**src/design/dps_regs.vh**
```
// register offsets, field positions, reset values and timing counts of the drive object block
`ifndef DPS_REGS_VH
`define DPS_REGS_VH

// ----------------------------------------------------------------
// register offsets
// ----------------------------------------------------------------
`define DPS_A_BAL_SET 16'h4021
`define DPS_A_BAL_THR 16'h4022
`define DPS_A_BAL_HYS 16'h4023
`define DPS_A_VIEW 16'h4030
`define DPS_A_SERIAL 16'h4040
`define DPS_A_DEV_ID 16'h4041
`define DPS_A_BOOT_VER 16'h4042
`define DPS_A_BOOT_BUS 16'h4043
`define DPS_A_ERR_CODE 16'h603F
`define DPS_A_CTRL 16'h6040
`define DPS_A_STATUS 16'h6041

// ----------------------------------------------------------------
// reset values
// ----------------------------------------------------------------
`define DPS_RST_BAL_SET 32'h00000001
`define DPS_RST_THR_V1 32'h00012396
`define DPS_RST_THR_V2 32'h0000C596
`define DPS_RST_BAL_HYS 32'h000001F4
`define DPS_RST_ERR 16'h0000
`define DPS_RST_CTRL 16'h0000
`define DPS_RST_STATUS 16'h0000

// ----------------------------------------------------------------
// control word fields
// ----------------------------------------------------------------
`define DPS_CW_SO 0
`define DPS_CW_EV 1
`define DPS_CW_QS 2
`define DPS_CW_EO 3
`define DPS_CW_FR 7
`define DPS_CW_HALT 8

// ----------------------------------------------------------------
// status word fields
// ----------------------------------------------------------------
`define DPS_SW_READY_TO_SWITCH_ON_FLAG 0
`define DPS_SW_SO 1
`define DPS_SW_OE 2
`define DPS_SW_FAULT 3
`define DPS_SW_VE 4
`define DPS_SW_QS 5
`define DPS_SW_SOD 6
`define DPS_SW_WARN 7
`define DPS_SW_SYNC 8
`define DPS_SW_REM 9
`define DPS_SW_TARGET_REACHED_FLAG 10
`define DPS_SW_ILA 11
`define DPS_SW_CLA 15

// ----------------------------------------------------------------
// power states
// ----------------------------------------------------------------
`define DPS_ST_NRDY 3'h0
`define DPS_ST_SOD 3'h1
`define DPS_ST_READY_TO_SWITCH_ON_FLAG 3'h2
`define DPS_ST_SWON 3'h3
`define DPS_ST_OPEN 3'h4
`define DPS_ST_QSA 3'h5
`define DPS_ST_FRA 3'h6
`define DPS_ST_FAULT 3'h7

// ----------------------------------------------------------------
// timing
// ----------------------------------------------------------------
`define DPS_FRA_CYC 4

`endif

```
**src/design/dps_ballast.v**
```verilog
// ballast switch: voltage comparator with hysteresis and enable
`include "dps_regs.vh"

module dps_ballast #(
   parameter W = 32
) (
   input wire clk,
   input wire sys_rst,
   input wire enable,
   input wire [W-1:0] supply_mv,
   input wire [W-1:0] thr_mv,
   input wire [W-1:0] hys_mv,
   output reg on_q
);

   wire [W:0] low_mv;
   reg on_d;

   // lower switch point, clamped at zero so a large hysteresis cannot wrap
   assign low_mv = ({1'b0, thr_mv} > {1'b0, hys_mv}) ? ({1'b0, thr_mv} - {1'b0, hys_mv})
                                                     : {(W+1){1'b0}};

   always @* begin
      on_d = on_q;
      if (!enable) begin
         on_d = 1'b0;
      end else if (supply_mv >= thr_mv) begin
         on_d = 1'b1;
      end else if ({1'b0, supply_mv} < low_mv) begin
         on_d = 1'b0;
      end
   end

   always @(posedge clk or posedge sys_rst) begin
      if (sys_rst) begin
         on_q <= 1'b0;
      end else begin
         on_q <= on_d;
      end
   end

endmodule

```
**src/design/dps_pwr_fsm.v**
```verilog
// power state machine of the drive
`include "dps_regs.vh"

module dps_pwr_fsm #(
   parameter FRA_CYC = `DPS_FRA_CYC
) (
   input wire clk,
   input wire sys_rst,
   input wire [15:0] ctrl,
   input wire fault_evt,
   input wire fr_pulse,
   output reg [2:0] state_q
);

   reg [2:0] state_d;
   reg [7:0] fra_cnt_q;
   wire so;
   wire ev;
   wire qs_n;
   wire eo;

   assign so = ctrl[`DPS_CW_SO];
   assign ev = ctrl[`DPS_CW_EV];
   assign qs_n = ctrl[`DPS_CW_QS];
   assign eo = ctrl[`DPS_CW_EO];

   always @* begin
      state_d = state_q;
      case (state_q)
         `DPS_ST_NRDY: state_d = `DPS_ST_SOD;
         `DPS_ST_SOD: begin
            if (ev && qs_n && !so) state_d = `DPS_ST_READY_TO_SWITCH_ON_FLAG;
         end
         `DPS_ST_READY_TO_SWITCH_ON_FLAG: begin
            if (!ev || !qs_n) state_d = `DPS_ST_SOD;
            else if (so && eo) state_d = `DPS_ST_OPEN;
            else if (so) state_d = `DPS_ST_SWON;
         end
         `DPS_ST_SWON: begin
            if (!ev || !qs_n) state_d = `DPS_ST_SOD;
            else if (!so) state_d = `DPS_ST_READY_TO_SWITCH_ON_FLAG;
            else if (eo) state_d = `DPS_ST_OPEN;
         end
         `DPS_ST_OPEN: begin
            if (!ev) state_d = `DPS_ST_SOD;
            else if (!qs_n) state_d = `DPS_ST_QSA;
            else if (!so) state_d = `DPS_ST_READY_TO_SWITCH_ON_FLAG;
            else if (!eo) state_d = `DPS_ST_SWON;
         end
         `DPS_ST_QSA: begin
            if (!ev) state_d = `DPS_ST_SOD;
            else if (qs_n && so && eo) state_d = `DPS_ST_OPEN;
         end
         `DPS_ST_FRA: begin
            if (fra_cnt_q == FRA_CYC[7:0] - 8'h01) state_d = `DPS_ST_FAULT;
         end
         `DPS_ST_FAULT: begin
            if (fr_pulse) state_d = `DPS_ST_SOD;
         end
         default: state_d = `DPS_ST_NRDY;
      endcase
      // a fault wins over any command, but not over its own reaction or the fault state
      if (fault_evt && state_q != `DPS_ST_FRA && state_q != `DPS_ST_FAULT) begin
         state_d = `DPS_ST_FRA;
      end
   end

   always @(posedge clk or posedge sys_rst) begin
      if (sys_rst) begin
         state_q <= `DPS_ST_NRDY;
         fra_cnt_q <= 8'h00;
      end else begin
         state_q <= state_d;
         if (state_q == `DPS_ST_FRA) begin
            fra_cnt_q <= fra_cnt_q + 8'h01;
         end else begin
            fra_cnt_q <= 8'h00;
         end
      end
   end

endmodule

```
**src/design/dps_top.v**
```verilog
// drive object block: ballast settings, boot loader info, control and status words
//
// How it works
// - settings bit 0 enables ballast, preset on
// - ballast switches around threshold in millivolts
// - hysteresis below threshold, preset 1F4 hex
// - boot version: major high half, minor low
// - read-only supported fieldbus word
// - error code: low 16 bits, read-only
// - fault reset clears error code
// - control bit 0 requests switched on
// - control bit 1 requests voltage enabled
// - control bit 2 low requests quick stop
// - control bit 3 requests operation enabled
// - control bit 7 resets error or warning
// - control bit 8 halts in listed modes
// - status bits 0..2 show ready, on, enabled
// - status bit 5 low only in quick stop
// - status bit 6 shows switch-on disabled
// - status bit 8 shows fieldbus sync
// - status bit 9 always reads one
// - status bit 15: enabled and closed loop
// - low bits zero: bit 6 picks state
// - bits 5..0 encode ready, on, enabled, quick stop
// - 1111 fault reaction, 1000 fault
`include "dps_regs.vh"

module dps_top #(
   parameter VARIANT = 0,
   parameter FRA_CYC = `DPS_FRA_CYC,
   parameter [15:0] BOOT_MAJOR = 16'h0001,
   parameter [15:0] BOOT_MINOR = 16'h0000,
   parameter [31:0] BOOT_BUSES = 32'h00000000,
   // identity values below are arbitrary
   parameter [31:0] SERIAL_WORD = 32'h12345678,
   parameter [31:0] DEVICE_ID = 32'h00000000
) (
   input wire clk,
   input wire sys_rst,
   input wire [15:0] reg_addr,
   input wire [31:0] reg_wdata,
   input wire reg_wr,
   input wire reg_rd,
   output reg [31:0] reg_rdata,
   input wire [31:0] supply_mv,
   input wire fault_in,
   input wire [15:0] fault_code,
   input wire warning_in,
   input wire fieldbus_sync,
   input wire closed_loop_on,
   input wire target_reached_in,
   input wire internal_limit_in,
   input wire halt_mode_ok,
   output reg ballast_on,
   output reg halt_out,
   output reg power_stage_on
);

   // ----------------------------------------------------------------
   // registers
   // ----------------------------------------------------------------
   reg bal_en_q;
   reg [31:0] bal_thr_q;
   reg [31:0] bal_hys_q;
   reg [15:0] ctrl_q;
   reg [15:0] err_code_q;
   reg [15:0] status_q;
   reg [15:0] status_d;
   reg warn_q;
   reg fr_pulse_q;
   reg [31:0] rdata_d;

   wire [2:0] state;
   wire bal_sw;
   reg wr_bal_set;
   reg wr_bal_thr;
   reg wr_bal_hys;
   reg wr_ctrl;
   reg ballast_d;
   reg halt_d;
   reg pstage_d;
   wire fr_rise;
   wire in_fault;
   wire ve_window;

   localparam [31:0] THR_PRESET = (VARIANT == 0) ? `DPS_RST_THR_V1 : `DPS_RST_THR_V2;
   localparam [31:0] BAL_SET_PRESET = `DPS_RST_BAL_SET;

   // ----------------------------------------------------------------
   // write decode
   // ----------------------------------------------------------------
   always @* begin
      wr_bal_set = 1'b0;
      wr_bal_thr = 1'b0;
      wr_bal_hys = 1'b0;
      wr_ctrl = 1'b0;
      if (reg_wr) begin
         case (reg_addr)
            `DPS_A_BAL_SET: begin
               wr_bal_set = 1'b1;
            end
            `DPS_A_BAL_THR: begin
               wr_bal_thr = 1'b1;
            end
            `DPS_A_BAL_HYS: begin
               wr_bal_hys = 1'b1;
            end
            `DPS_A_CTRL: begin
               wr_ctrl = 1'b1;
            end
            default: begin
               wr_ctrl = 1'b0;
            end
         endcase
      end
   end

   // fault reset acts on the 0 to 1 step of the bit, not its level
   assign fr_rise = wr_ctrl && reg_wdata[`DPS_CW_FR] && !ctrl_q[`DPS_CW_FR];
   assign in_fault = (state == `DPS_ST_FAULT);
   assign ve_window = (state >= `DPS_ST_READY_TO_SWITCH_ON_FLAG) && (state <= `DPS_ST_QSA);

   // ----------------------------------------------------------------
   // ballast settings
   // ----------------------------------------------------------------
   always @(posedge clk or posedge sys_rst) begin
      if (sys_rst) begin
         bal_en_q <= BAL_SET_PRESET[0];
         bal_thr_q <= THR_PRESET;
         bal_hys_q <= `DPS_RST_BAL_HYS;
      end else begin
         if (wr_bal_set) begin
            bal_en_q <= reg_wdata[0];
         end
         if (wr_bal_thr) begin
            bal_thr_q <= reg_wdata;
         end
         if (wr_bal_hys) begin
            bal_hys_q <= reg_wdata;
         end
      end
   end

   dps_ballast #(
      .W(32)
   ) u_ballast (
      .clk(clk),
      .sys_rst(sys_rst),
      .enable(bal_en_q),
      .supply_mv(supply_mv),
      .thr_mv(bal_thr_q),
      .hys_mv(bal_hys_q),
      .on_q(bal_sw)
   );

   // ----------------------------------------------------------------
   // control word
   // ----------------------------------------------------------------
   always @(posedge clk or posedge sys_rst) begin
      if (sys_rst) begin
         ctrl_q <= `DPS_RST_CTRL;
         fr_pulse_q <= 1'b0;
      end else begin
         if (wr_ctrl) begin
            ctrl_q <= reg_wdata[15:0];
         end
         fr_pulse_q <= fr_rise;
      end
   end

   dps_pwr_fsm #(
      .FRA_CYC(FRA_CYC)
   ) u_fsm (
      .clk(clk),
      .sys_rst(sys_rst),
      .ctrl(ctrl_q),
      .fault_evt(fault_in),
      .fr_pulse(fr_pulse_q),
      .state_q(state)
   );

   // ----------------------------------------------------------------
   // error code and warning
   // ----------------------------------------------------------------
   // a new fault in the clearing cycle keeps its code
   always @(posedge clk or posedge sys_rst) begin
      if (sys_rst) begin
         err_code_q <= `DPS_RST_ERR;
         warn_q <= 1'b0;
      end else begin
         if (fault_in) begin
            err_code_q <= fault_code;
         end else if (fr_pulse_q && in_fault) begin
            err_code_q <= `DPS_RST_ERR;
         end
         if (warning_in) begin
            warn_q <= 1'b1;
         end else if (fr_pulse_q) begin
            warn_q <= 1'b0;
         end
      end
   end

   // ----------------------------------------------------------------
   // status word
   // ----------------------------------------------------------------
   always @* begin
      status_d = 16'h0000;
      status_d[`DPS_SW_QS] = 1'b1;
      case (state)
         `DPS_ST_NRDY: begin
            status_d[`DPS_SW_SOD] = 1'b0;
         end
         `DPS_ST_SOD: begin
            status_d[`DPS_SW_SOD] = 1'b1;
         end
         `DPS_ST_READY_TO_SWITCH_ON_FLAG: begin
            status_d[`DPS_SW_READY_TO_SWITCH_ON_FLAG] = 1'b1;
         end
         `DPS_ST_SWON: begin
            status_d[`DPS_SW_READY_TO_SWITCH_ON_FLAG] = 1'b1;
            status_d[`DPS_SW_SO] = 1'b1;
         end
         `DPS_ST_OPEN: begin
            status_d[`DPS_SW_READY_TO_SWITCH_ON_FLAG] = 1'b1;
            status_d[`DPS_SW_SO] = 1'b1;
            status_d[`DPS_SW_OE] = 1'b1;
            status_d[`DPS_SW_CLA] = closed_loop_on;
         end
         `DPS_ST_QSA: begin
            status_d[`DPS_SW_READY_TO_SWITCH_ON_FLAG] = 1'b1;
            status_d[`DPS_SW_SO] = 1'b1;
            status_d[`DPS_SW_OE] = 1'b1;
            status_d[`DPS_SW_QS] = 1'b0;
         end
         `DPS_ST_FRA: begin
            status_d[3:0] = 4'hF;
         end
         `DPS_ST_FAULT: begin
            status_d[`DPS_SW_FAULT] = 1'b1;
         end
         default: begin
            status_d[`DPS_SW_SOD] = 1'b0;
         end
      endcase
      // voltage enabled shows only from ready to switch on through quick stop active, with control bit 1 set
      status_d[`DPS_SW_VE] = ctrl_q[`DPS_CW_EV] && ve_window;
      status_d[`DPS_SW_WARN] = warn_q;
      status_d[`DPS_SW_SYNC] = fieldbus_sync;
      status_d[`DPS_SW_REM] = 1'b1;
      status_d[`DPS_SW_TARGET_REACHED_FLAG] = target_reached_in;
      status_d[`DPS_SW_ILA] = internal_limit_in;
   end

   always @(posedge clk or posedge sys_rst) begin
      if (sys_rst) begin
         status_q <= `DPS_RST_STATUS;
      end else begin
         status_q <= status_d;
      end
   end

   // ----------------------------------------------------------------
   // outputs
   // ----------------------------------------------------------------
   always @* begin
      ballast_d = bal_sw;
      // halt only acts in operation enabled, not in quick stop active or fault reaction active
      halt_d = ctrl_q[`DPS_CW_HALT] && halt_mode_ok && (state == `DPS_ST_OPEN);
      pstage_d = (state == `DPS_ST_OPEN) || (state == `DPS_ST_QSA) || (state == `DPS_ST_FRA);
   end

   always @(posedge clk or posedge sys_rst) begin
      if (sys_rst) begin
         ballast_on <= 1'b0;
         halt_out <= 1'b0;
         power_stage_on <= 1'b0;
      end else begin
         ballast_on <= ballast_d;
         halt_out <= halt_d;
         power_stage_on <= pstage_d;
      end
   end

   // ----------------------------------------------------------------
   // read path
   // ----------------------------------------------------------------
   always @* begin
      rdata_d = 32'h00000000;
      if (reg_rd) begin
         case (reg_addr)
            `DPS_A_BAL_SET: begin
               rdata_d = {31'h00000000, bal_en_q};
            end
            `DPS_A_BAL_THR: begin
               rdata_d = bal_thr_q;
            end
            `DPS_A_BAL_HYS: begin
               rdata_d = bal_hys_q;
            end
            `DPS_A_VIEW: begin
               rdata_d = {26'h0000000, halt_out, bal_sw, warn_q, state};
            end
            `DPS_A_SERIAL: begin
               rdata_d = SERIAL_WORD;
            end
            `DPS_A_DEV_ID: begin
               rdata_d = DEVICE_ID;
            end
            `DPS_A_BOOT_VER: begin
               rdata_d = {BOOT_MAJOR, BOOT_MINOR};
            end
            `DPS_A_BOOT_BUS: begin
               rdata_d = BOOT_BUSES;
            end
            `DPS_A_ERR_CODE: begin
               rdata_d = {16'h0000, err_code_q};
            end
            `DPS_A_CTRL: begin
               rdata_d = {16'h0000, ctrl_q};
            end
            `DPS_A_STATUS: begin
               rdata_d = {16'h0000, status_q};
            end
            default: begin
               rdata_d = 32'h00000000;
            end
         endcase
      end
   end

   // data stands one cycle, then returns to zero
   always @(posedge clk or posedge sys_rst) begin
      if (sys_rst) begin
         reg_rdata <= 32'h00000000;
      end else begin
         reg_rdata <= rdata_d;
      end
   end

endmodule
```
**config.mk**
```make
export PLATFORM = sky130hd
export DESIGN_NAME = dps_top
export DESIGN_NICKNAME = d
export VERILOG_FILES = /design/src/design/dps_ballast.v /design/src/design/dps_pwr_fsm.v /design/src/design/dps_top.v
export VERILOG_INCLUDE_DIRS = /design/src /design/src/design
export SDC_FILE = /design/constraint.sdc
export NUM_CORES = 1
export LEC_CHECK = 0
export ABC_AREA = 0
export BUFFER_PORTS_ARGS = -buffer_cell sky130_fd_sc_hd__buf_2
export CORE_UTILIZATION = 53
export DETAILED_ROUTE_END_ITERATION = 6
export PLACE_DENSITY = 0.78
export SETUP_SLACK_MARGIN = 0.02
export SYNTH_ARGS = -nofsm -noshare
export SYNTH_HDL_FRONTEND = slang
export SYNTH_SLANG_ARGS = --single-unit
```
**constraint.sdc**
```tcl
create_clock -name clk -period 4.7 [get_ports clk]
set_input_delay 0.235 -clock clk [delete_from_list [all_inputs] [get_ports clk]]
set_output_delay 0.235 -clock clk [all_outputs]
set_load 0.03 [all_outputs]
```
Yosys cells after proc, flatten, opt, wreduce, memory -nomap -nowiden. Cells that the tools add are included.

Register bits after elaboration: 159. Bits of input ports: 107. Output and inout port bits: 35. Logic and storage cells: 121.

Add/sub/neg operators: 2. Order comparisons: 5. Eq/ne operators: 27. Multiplexer cells: 43. Reductions and logical operators: 29.

Operator list (number): case mux 32 bit (9 select lines) (1); == test 16 x 15 -> 1 bit, second input constant (9); 2-to-1 mux 3 bit (16); < comparator 32 x 33 -> 1 bit (1); 2-to-1 mux 33 bit (1); subtractor 32 x 32 -> 33 bit (1); >= comparator 32 bit (1); > comparator 32 bit (1); 2-to-1 mux 16 bit (2); 2-to-1 mux 32 bit (1); case mux 3 bit (8 select lines) (1); 2-to-1 mux 1 bit (20); logical AND 1 bit (14); == test 3 bit, second input constant (4); != test 3 x 1 -> 1 bit, second input constant (3); adder 8 x 1 -> 8 bit, second input constant (1); == test 8 x 2 -> 1 bit, second input constant (1); 2-to-1 mux 8 bit (1); AND reduction 7 bit (1); == test 3 x 2 -> 1 bit, second input constant (2); != test 3 bit, second input constant (2); != test 6 x 5 -> 1 bit, second input constant (1); != test 5 x 2 -> 1 bit, second input constant (1); != test 5 x 3 -> 1 bit, second input constant (1); other kinds (13) (19).

Longest topological paths before layout.
Word-level depth: 6. Mapped depth: 21.

By module. Synthesis repeated with hierarchy kept, for this count alone.

Cell total of the unflattened synthesis: 1035. Area, all modules: 10228.6 sq um.

By module, submodules not included: dps_top (instances 1, cells each 435, area each 5985.7 sq um, sequential area each 3672.3 sq um); dps_ballast (instances 1, cells each 506, area each 3460.8 sq um, sequential area each 25.0 sq um); dps_pwr_fsm (instances 1, cells each 94, area each 782.0 sq um, sequential area each 275.3 sq um).

Worst setup path after synthesis. No wires, ideal clock.

Kind: register -> register. From: register bal_hys_q[7]. To: register u_ballast.on_q. Library setup time: 0.067 ns. Arrival time: 3.986 ns. Setup slack: 0.647 ns. Stages on the path, launching flop included: 21. Period minus slack after synthesis: 4.053 ns. Path through: dfstp_2 > inv_1 > ha_1 > clkbuf_1 > nand3_1 > nor3_1 > o21ai_1 > a211oi_1 > o21ai_1 > a21oi_1 > clkbuf_1 > nand2_1 > ha_1 > and4_1 > nand2_1 > or4_1 > o21ai_0 > nor3_1 > o21a_1 > nand2_1 > a32o_1.

Cells in the longest elaborated chain, start to end: 4.

Ends and longest elaborated chain: start, declared (RTL line dps_top.v:64) `reg [31:0] bal_hys_q;`; start signal, assigned (RTL line dps_top.v:130) `` bal_hys_q <= `DPS_RST_BAL_HYS; ``; start signal, assigned (RTL line dps_top.v:139) `bal_hys_q <= reg_wdata;`; subtractor 32 x 32 -> 33 bit or > comparator 32 bit (tied branches) (RTL line dps_ballast.v:20) `assign low_mv = ({1'b0, thr_mv} > {1'b0, hys_mv}) ? ({1'b0, thr_mv} - {1'b0, hys_mv})`; 2-to-1 mux 33 bit * (RTL line dps_ballast.v:20); < comparator 32 x 33 -> 1 bit * (RTL line dps_ballast.v:29) `end else if ({1'b0, supply_mv} < low_mv) begin`; != test 3 x 1 -> 1 bit (no line) *; end signal, assigned (RTL line dps_ballast.v:38) `on_q <= on_d;`; end, declared (RTL line dps_ballast.v:13) `output reg on_q`.

Mark *: on every way between the ends. The rest lies on a longest branch, timed or not. A chain may end at the register's enable or synchronous reset.

Final worst setup path.
From: register bal_thr_q[0]. To: register u_ballast.on_q.

Cells in the longest elaborated chain, start to end: 4.

Ends and longest elaborated chain: start, declared (RTL line dps_top.v:63) `reg [31:0] bal_thr_q;`; start signal, assigned (RTL line dps_top.v:136) `bal_thr_q <= reg_wdata;`; subtractor 32 x 32 -> 33 bit or > comparator 32 bit (tied branches) (RTL line dps_ballast.v:20); 2-to-1 mux 33 bit (RTL line dps_ballast.v:20); < comparator 32 x 33 -> 1 bit (RTL line dps_ballast.v:29); != test 3 x 1 -> 1 bit (no line).

Parallel ways exist; a longest one is shown, timed or not.

==> tab_implementation.tex <==
\begin{tabular}{lr}
\hline
Metric & Value \\
\hline
\multicolumn{2}{l}{\textbf{Clock tree}} \\
\quad Skew-Pair Late Insertion Delay & 420 ps \\
\quad CTS HTree Levels & 4 \\
\quad Clock transition at the register clock pins on the worst setup and hold paths after CTS & 70 ps \\
\quad Clk buf depth & 2 \\
\quad Buffers inserted during post-CTS setup optimization & 0 \\
\quad Number of clock sinks & 158 \\
\quad Cell at the root of the clock tree & sky130\_fd\_sc\_hd\_\_clkbuf\_16 \\
\quad Clock tree from TritonCTS & done \\
\quad Number of buffers added by the clock tree synthesis step & 17 \\
\multicolumn{2}{l}{\textbf{Timing}} \\
\quad Maximum clock frequency & 0.228 GHz \\
\quad Final critical path time including I/O delays and setup & 4380 ps \\
\quad Post-layout worst setup margin & 318 ps \\
\quad Final setup violation count & 0 \\
\quad Relative max-transition margin & 0.420 \\
\quad Setup repair after global routing missed its margin & no \\
\quad Total Neg Setup Slack & 0 ps \\
\quad Final Hold Fails & 0 \\
\quad Transition time of the tightest slew-check pin & 861 ps \\
\quad Slew Limit Fails & 0 \\
\quad Final period util & 0.932 \\
\quad Fin Clk Skew & 8.67 ps \\
\multicolumn{2}{l}{\textbf{Cells and area}} \\
\quad Post-route cell area & 0.0115 mm² \\
\quad Layout cells sized above 1 & 0.228 \\
\quad Count of nets after finishing & 1337 \\
\quad Filler Cells Inserted & 1458 \\
\quad Layout overhead on the synthesized area & 15.9\% \\
\quad Diodes inserted & 0 \\
\quad Top library cells by usage in the layout, fill and taps aside & sky130\_fd\_sc\_hd\_\_dfrtp\_1, sky130\_fd\_sc\_hd\_\_buf\_2, sky130\_fd\_sc\_hd\_\_ha\_1 \\
\quad Most common cell after layout, fill and taps aside & sky130\_fd\_sc\_hd\_\_dfrtp\_1 \\
\multicolumn{2}{l}{\textbf{Worst hold path}} \\
\quad Hold path start & reg\_wdata[23] \\
\quad HP Class & input port to register \\
\quad Hold Path End & bal\_thr\_q[23] \\
\quad Number of stages on the worst hold path & 2 \\
\multicolumn{2}{l}{\textbf{Critical path}} \\
\quad Critical Path Slowest Stage Cell & sky130\_fd\_sc\_hd\_\_or4\_1 \\
\quad Launching element of the worst setup path & bal\_thr\_q[0] \\
\quad Cells along the critical path & inv\_1 -> ha\_1 -> inv\_1 -> fa\_1 -> a211oi\_1 -> o2111ai\_1 -> a21boi\_1 -> o21ai\_0 -> a31o\_2 -> xor2\_1 -> nand2\_1 -> ha\_1 -> nand4\_1 -> or4\_1 -> o21ai\_0 -> nor3\_1 -> o21a\_1 -> nand2\_1 -> a32o\_1 \\
\quad WP data required & 5060 ps \\
\quad Worst path max stage delay & 570 ps \\
\quad Capturing point of the worst reg2reg path & u\_ballast.on\_q \\
\quad Nature of the critical path startpoint & register \\
\quad Startpoint of the worst-slack reg-to-reg timing path & bal\_thr\_q[0] \\
\quad Worst-path maximum fanout & 4 \\
\quad Nature of the critical path endpoint & register \\
\quad Signal arrival time at the worst endpoint & 4740 ps \\
\quad Internal reg-to-reg setup slack & 320 ps \\
\quad R2R cell count & 19 \\
\quad Worst Path Class, Setup & register to register \\
\multicolumn{2}{l}{\textbf{Detailed routing}} \\
\quad Via count normalized by instance count & 6.22 \\
\quad \# DRC & 7 \\
\quad Number of DRC markers in iteration 0 & 602 \\
\quad Final WL & 26900 µm \\
\quad Antenna violation net count after detailed routing & 0 \\
\quad Routed vias & 8540 \\
\quad Average wire length per cell after detail routing & 19.6 µm \\
\quad Drt pass-1 iters & 7 \\
\multicolumn{2}{l}{\textbf{Global route}} \\
\quad Total GRT Usage & 0.284 \\
\quad Number of global-route vias before repair & 8158 \\
\quad Total global routing overflow & 0 \\
\quad Maximum number of pins on one net before global-route repair & 58 \\
\quad First-pass GRT wire length & 42900 µm \\
\quad Initial antenna violation count & 0 \\
\multicolumn{2}{l}{\textbf{Power}} \\
\quad Overall power consumption & 0.00323 W \\
\quad LEAKAGE & 5.43 nW \\
\quad Cell Pwr Density & 281 mW/mm² \\
\quad Worst supply voltage drop on vdd & 0.342 mV \\
\multicolumn{2}{l}{\textbf{Placed design}} \\
\quad Post-placement cell area & 0.0109 mm² \\
\quad HPWL reported at the end of detailed placement & 20400 µm \\
\quad Routability Congestion & 0.950 \\
\quad Total of buffers placed on input and output ports & 141 \\
\quad Dpl ws & 473 ps \\
\multicolumn{2}{l}{\textbf{Synth}} \\
\quad Number of enable-type register cells in the synthesized netlist & 0 \\
\quad Flip-flop and latch count after synthesis & 158 \\
\quad Count of warnings emitted by yosys & 0 \\
\quad Distinct cells, synth & 68 \\
\quad Post-Syn Nets & 1201 \\
\quad Fraction of registers with async set/reset & 1.00 \\
\quad Average footprint of a synthesized cell & 9.95 µm² \\
\quad Fraction of the yosys area taken by sequential cells & 0.401 \\
\quad Prevailing post-synth register cell & sky130\_fd\_sc\_hd\_\_dfrtp\_1 \\
\quad Number of standard cells after synthesis & 997 \\
\quad Total standard cell area after synthesis & 0.00992 mm² \\
\multicolumn{2}{l}{\textbf{Die}} \\
\quad Ports & 142 \\
\quad Die Span Y & 139 µm \\
\quad Core outline area & 0.0181 mm² \\
\quad Width of the die & 139 µm \\
\quad Starting density of the core & 0.546 \\
\quad Full die area & 0.0193 mm² \\
\quad Cell row count & 49 \\
\multicolumn{2}{l}{\textbf{Outcome}} \\
\quad Violated checks & design-rule violations \\
\quad Run status & complete, but fails checks \\
\multicolumn{2}{l}{\textbf{Job}} \\
\quad Max-cap violations & 0 \\
\hline
\end{tabular}
==> power by group <==
part | total, W | leakage (nW) | internal [W] | switching, W
registers | 0.00150 | 2.08 | 0.00142 | 0.0000821
clock network | 0.00134 | 0.285 | 0.000775 | 0.000568
logic | 0.000389 | 3.07 | 0.000179 | 0.000211
total | 0.00323 | 5.43 | 0.00237 | 0.000861
==> cells in the mapped netlist, types with 18 or more instances <==
cell type,instances,area (µm²)
sky130_fd_sc_hd__a21o_1,23,173
sky130_fd_sc_hd__a21oi_1,53,265
sky130_fd_sc_hd__a22oi_1,30,225
sky130_fd_sc_hd__a31oi_1,21,131
sky130_fd_sc_hd__clkbuf_1,37,139
sky130_fd_sc_hd__dfrtp_1,143,3580
sky130_fd_sc_hd__ha_1,96,1200
sky130_fd_sc_hd__inv_1,78,293
sky130_fd_sc_hd__mux2_1,43,484
sky130_fd_sc_hd__mux2_2,40,450
sky130_fd_sc_hd__nand2_1,75,282
sky130_fd_sc_hd__nand3_1,25,125
sky130_fd_sc_hd__nor2_1,59,221
sky130_fd_sc_hd__o21ai_0,29,145
sky130_fd_sc_hd__xnor2_1,18,158
sky130_fd_sc_hd__xor2_1,19,166
==> logic make-up after synthesis <==
family,after synthesis,share of synthesized area
AOI/OAI and AO/OA,258,0.182
and+or+nand+nor,241,0.120
DFF,158,0.401
buffers and inverters,122,0.0471
adders and majority gates,97,0.123
muxes,83,0.0943
xor gates and xnor gates,37,0.0327
other,1,0.000378
==> layout make-up <==
type                       instances  area, µm²  share of cell area
clock buffer                      20        467              0.0406
clock inverter                    11        108             0.00937
inverter                          78        298              0.0259
multi-input combinational        717       5490               0.478
sequential                       158       3970               0.346
tap                              229        287              0.0249
timing repair buffer             161        868              0.0756
==> stage by stage <==
step,hold WS (ps),utilization,std cells
2_1_floorplan,266,-,997
3_3_place_gp,281,0.599,1338
3_5_place_dp,288,0.599,1338
4_1_cts,25.1,0.633,1374
5_1_grt,35.9,0.633,1374
6_report,32.4,0.633,1374
==> routing by layer <==
layer	global-route usage	vias to the layer above	wire [µm]	part of all wire
met4	0.0977	0	685	0.025
met3	0.0518	52	1900	0.071
li1	-	3948	-	-
met5	0	-	0	0
met2	0.438	352	12100	0.45
met1	0.403	4188	12200	0.45
==> worst max-delay path, delay by kind of cell, from the launching register on <==
family	cells	cell delay [ps]
AND/OR/NAND/NOR	5	890
adder cells (fa/ha/maj)	3	890
flip-flops	1	410
AO/OA/AOI/OAI	8	1870
buffers and inverters	2	130
XOR/XNOR	1	140
==> worst max path at each step <==
stage	endpoint	slack, ps
3_3_place_gp	u_ballast.on_q	630
3_5_place_dp	u_ballast.on_q	470
6_report	u_ballast.on_q	320
5_1_grt	u_ballast.on_q	60
2_1_floorplan	bal_hys_q[0]	230
4_1_cts	u_ballast.on_q	360
==> flip-flops by register name, indices dropped and copies added (netlist names) <==
register and cells:
bal_en_q 1, bal_hys_q 32, bal_thr_q 32, ballast_on 1, ctrl_q 16, err_code_q 16, fr_pulse_q 1, halt_out 1
reg_rdata 32, status_q 13, u_ballast.on_q 1, u_fsm.fra_cnt_q 8, u_fsm.state_q 3, warn_q 1
==> timing repair <==
| item | in CTS | in global routing |
|---|---|---|
| endpoints found under the hold margin | 50 | 0 |
| gates resized for setup | 0 | 0 |
| hold buffers | 5 | 0 |
Power figures use the tool's default switching activity.
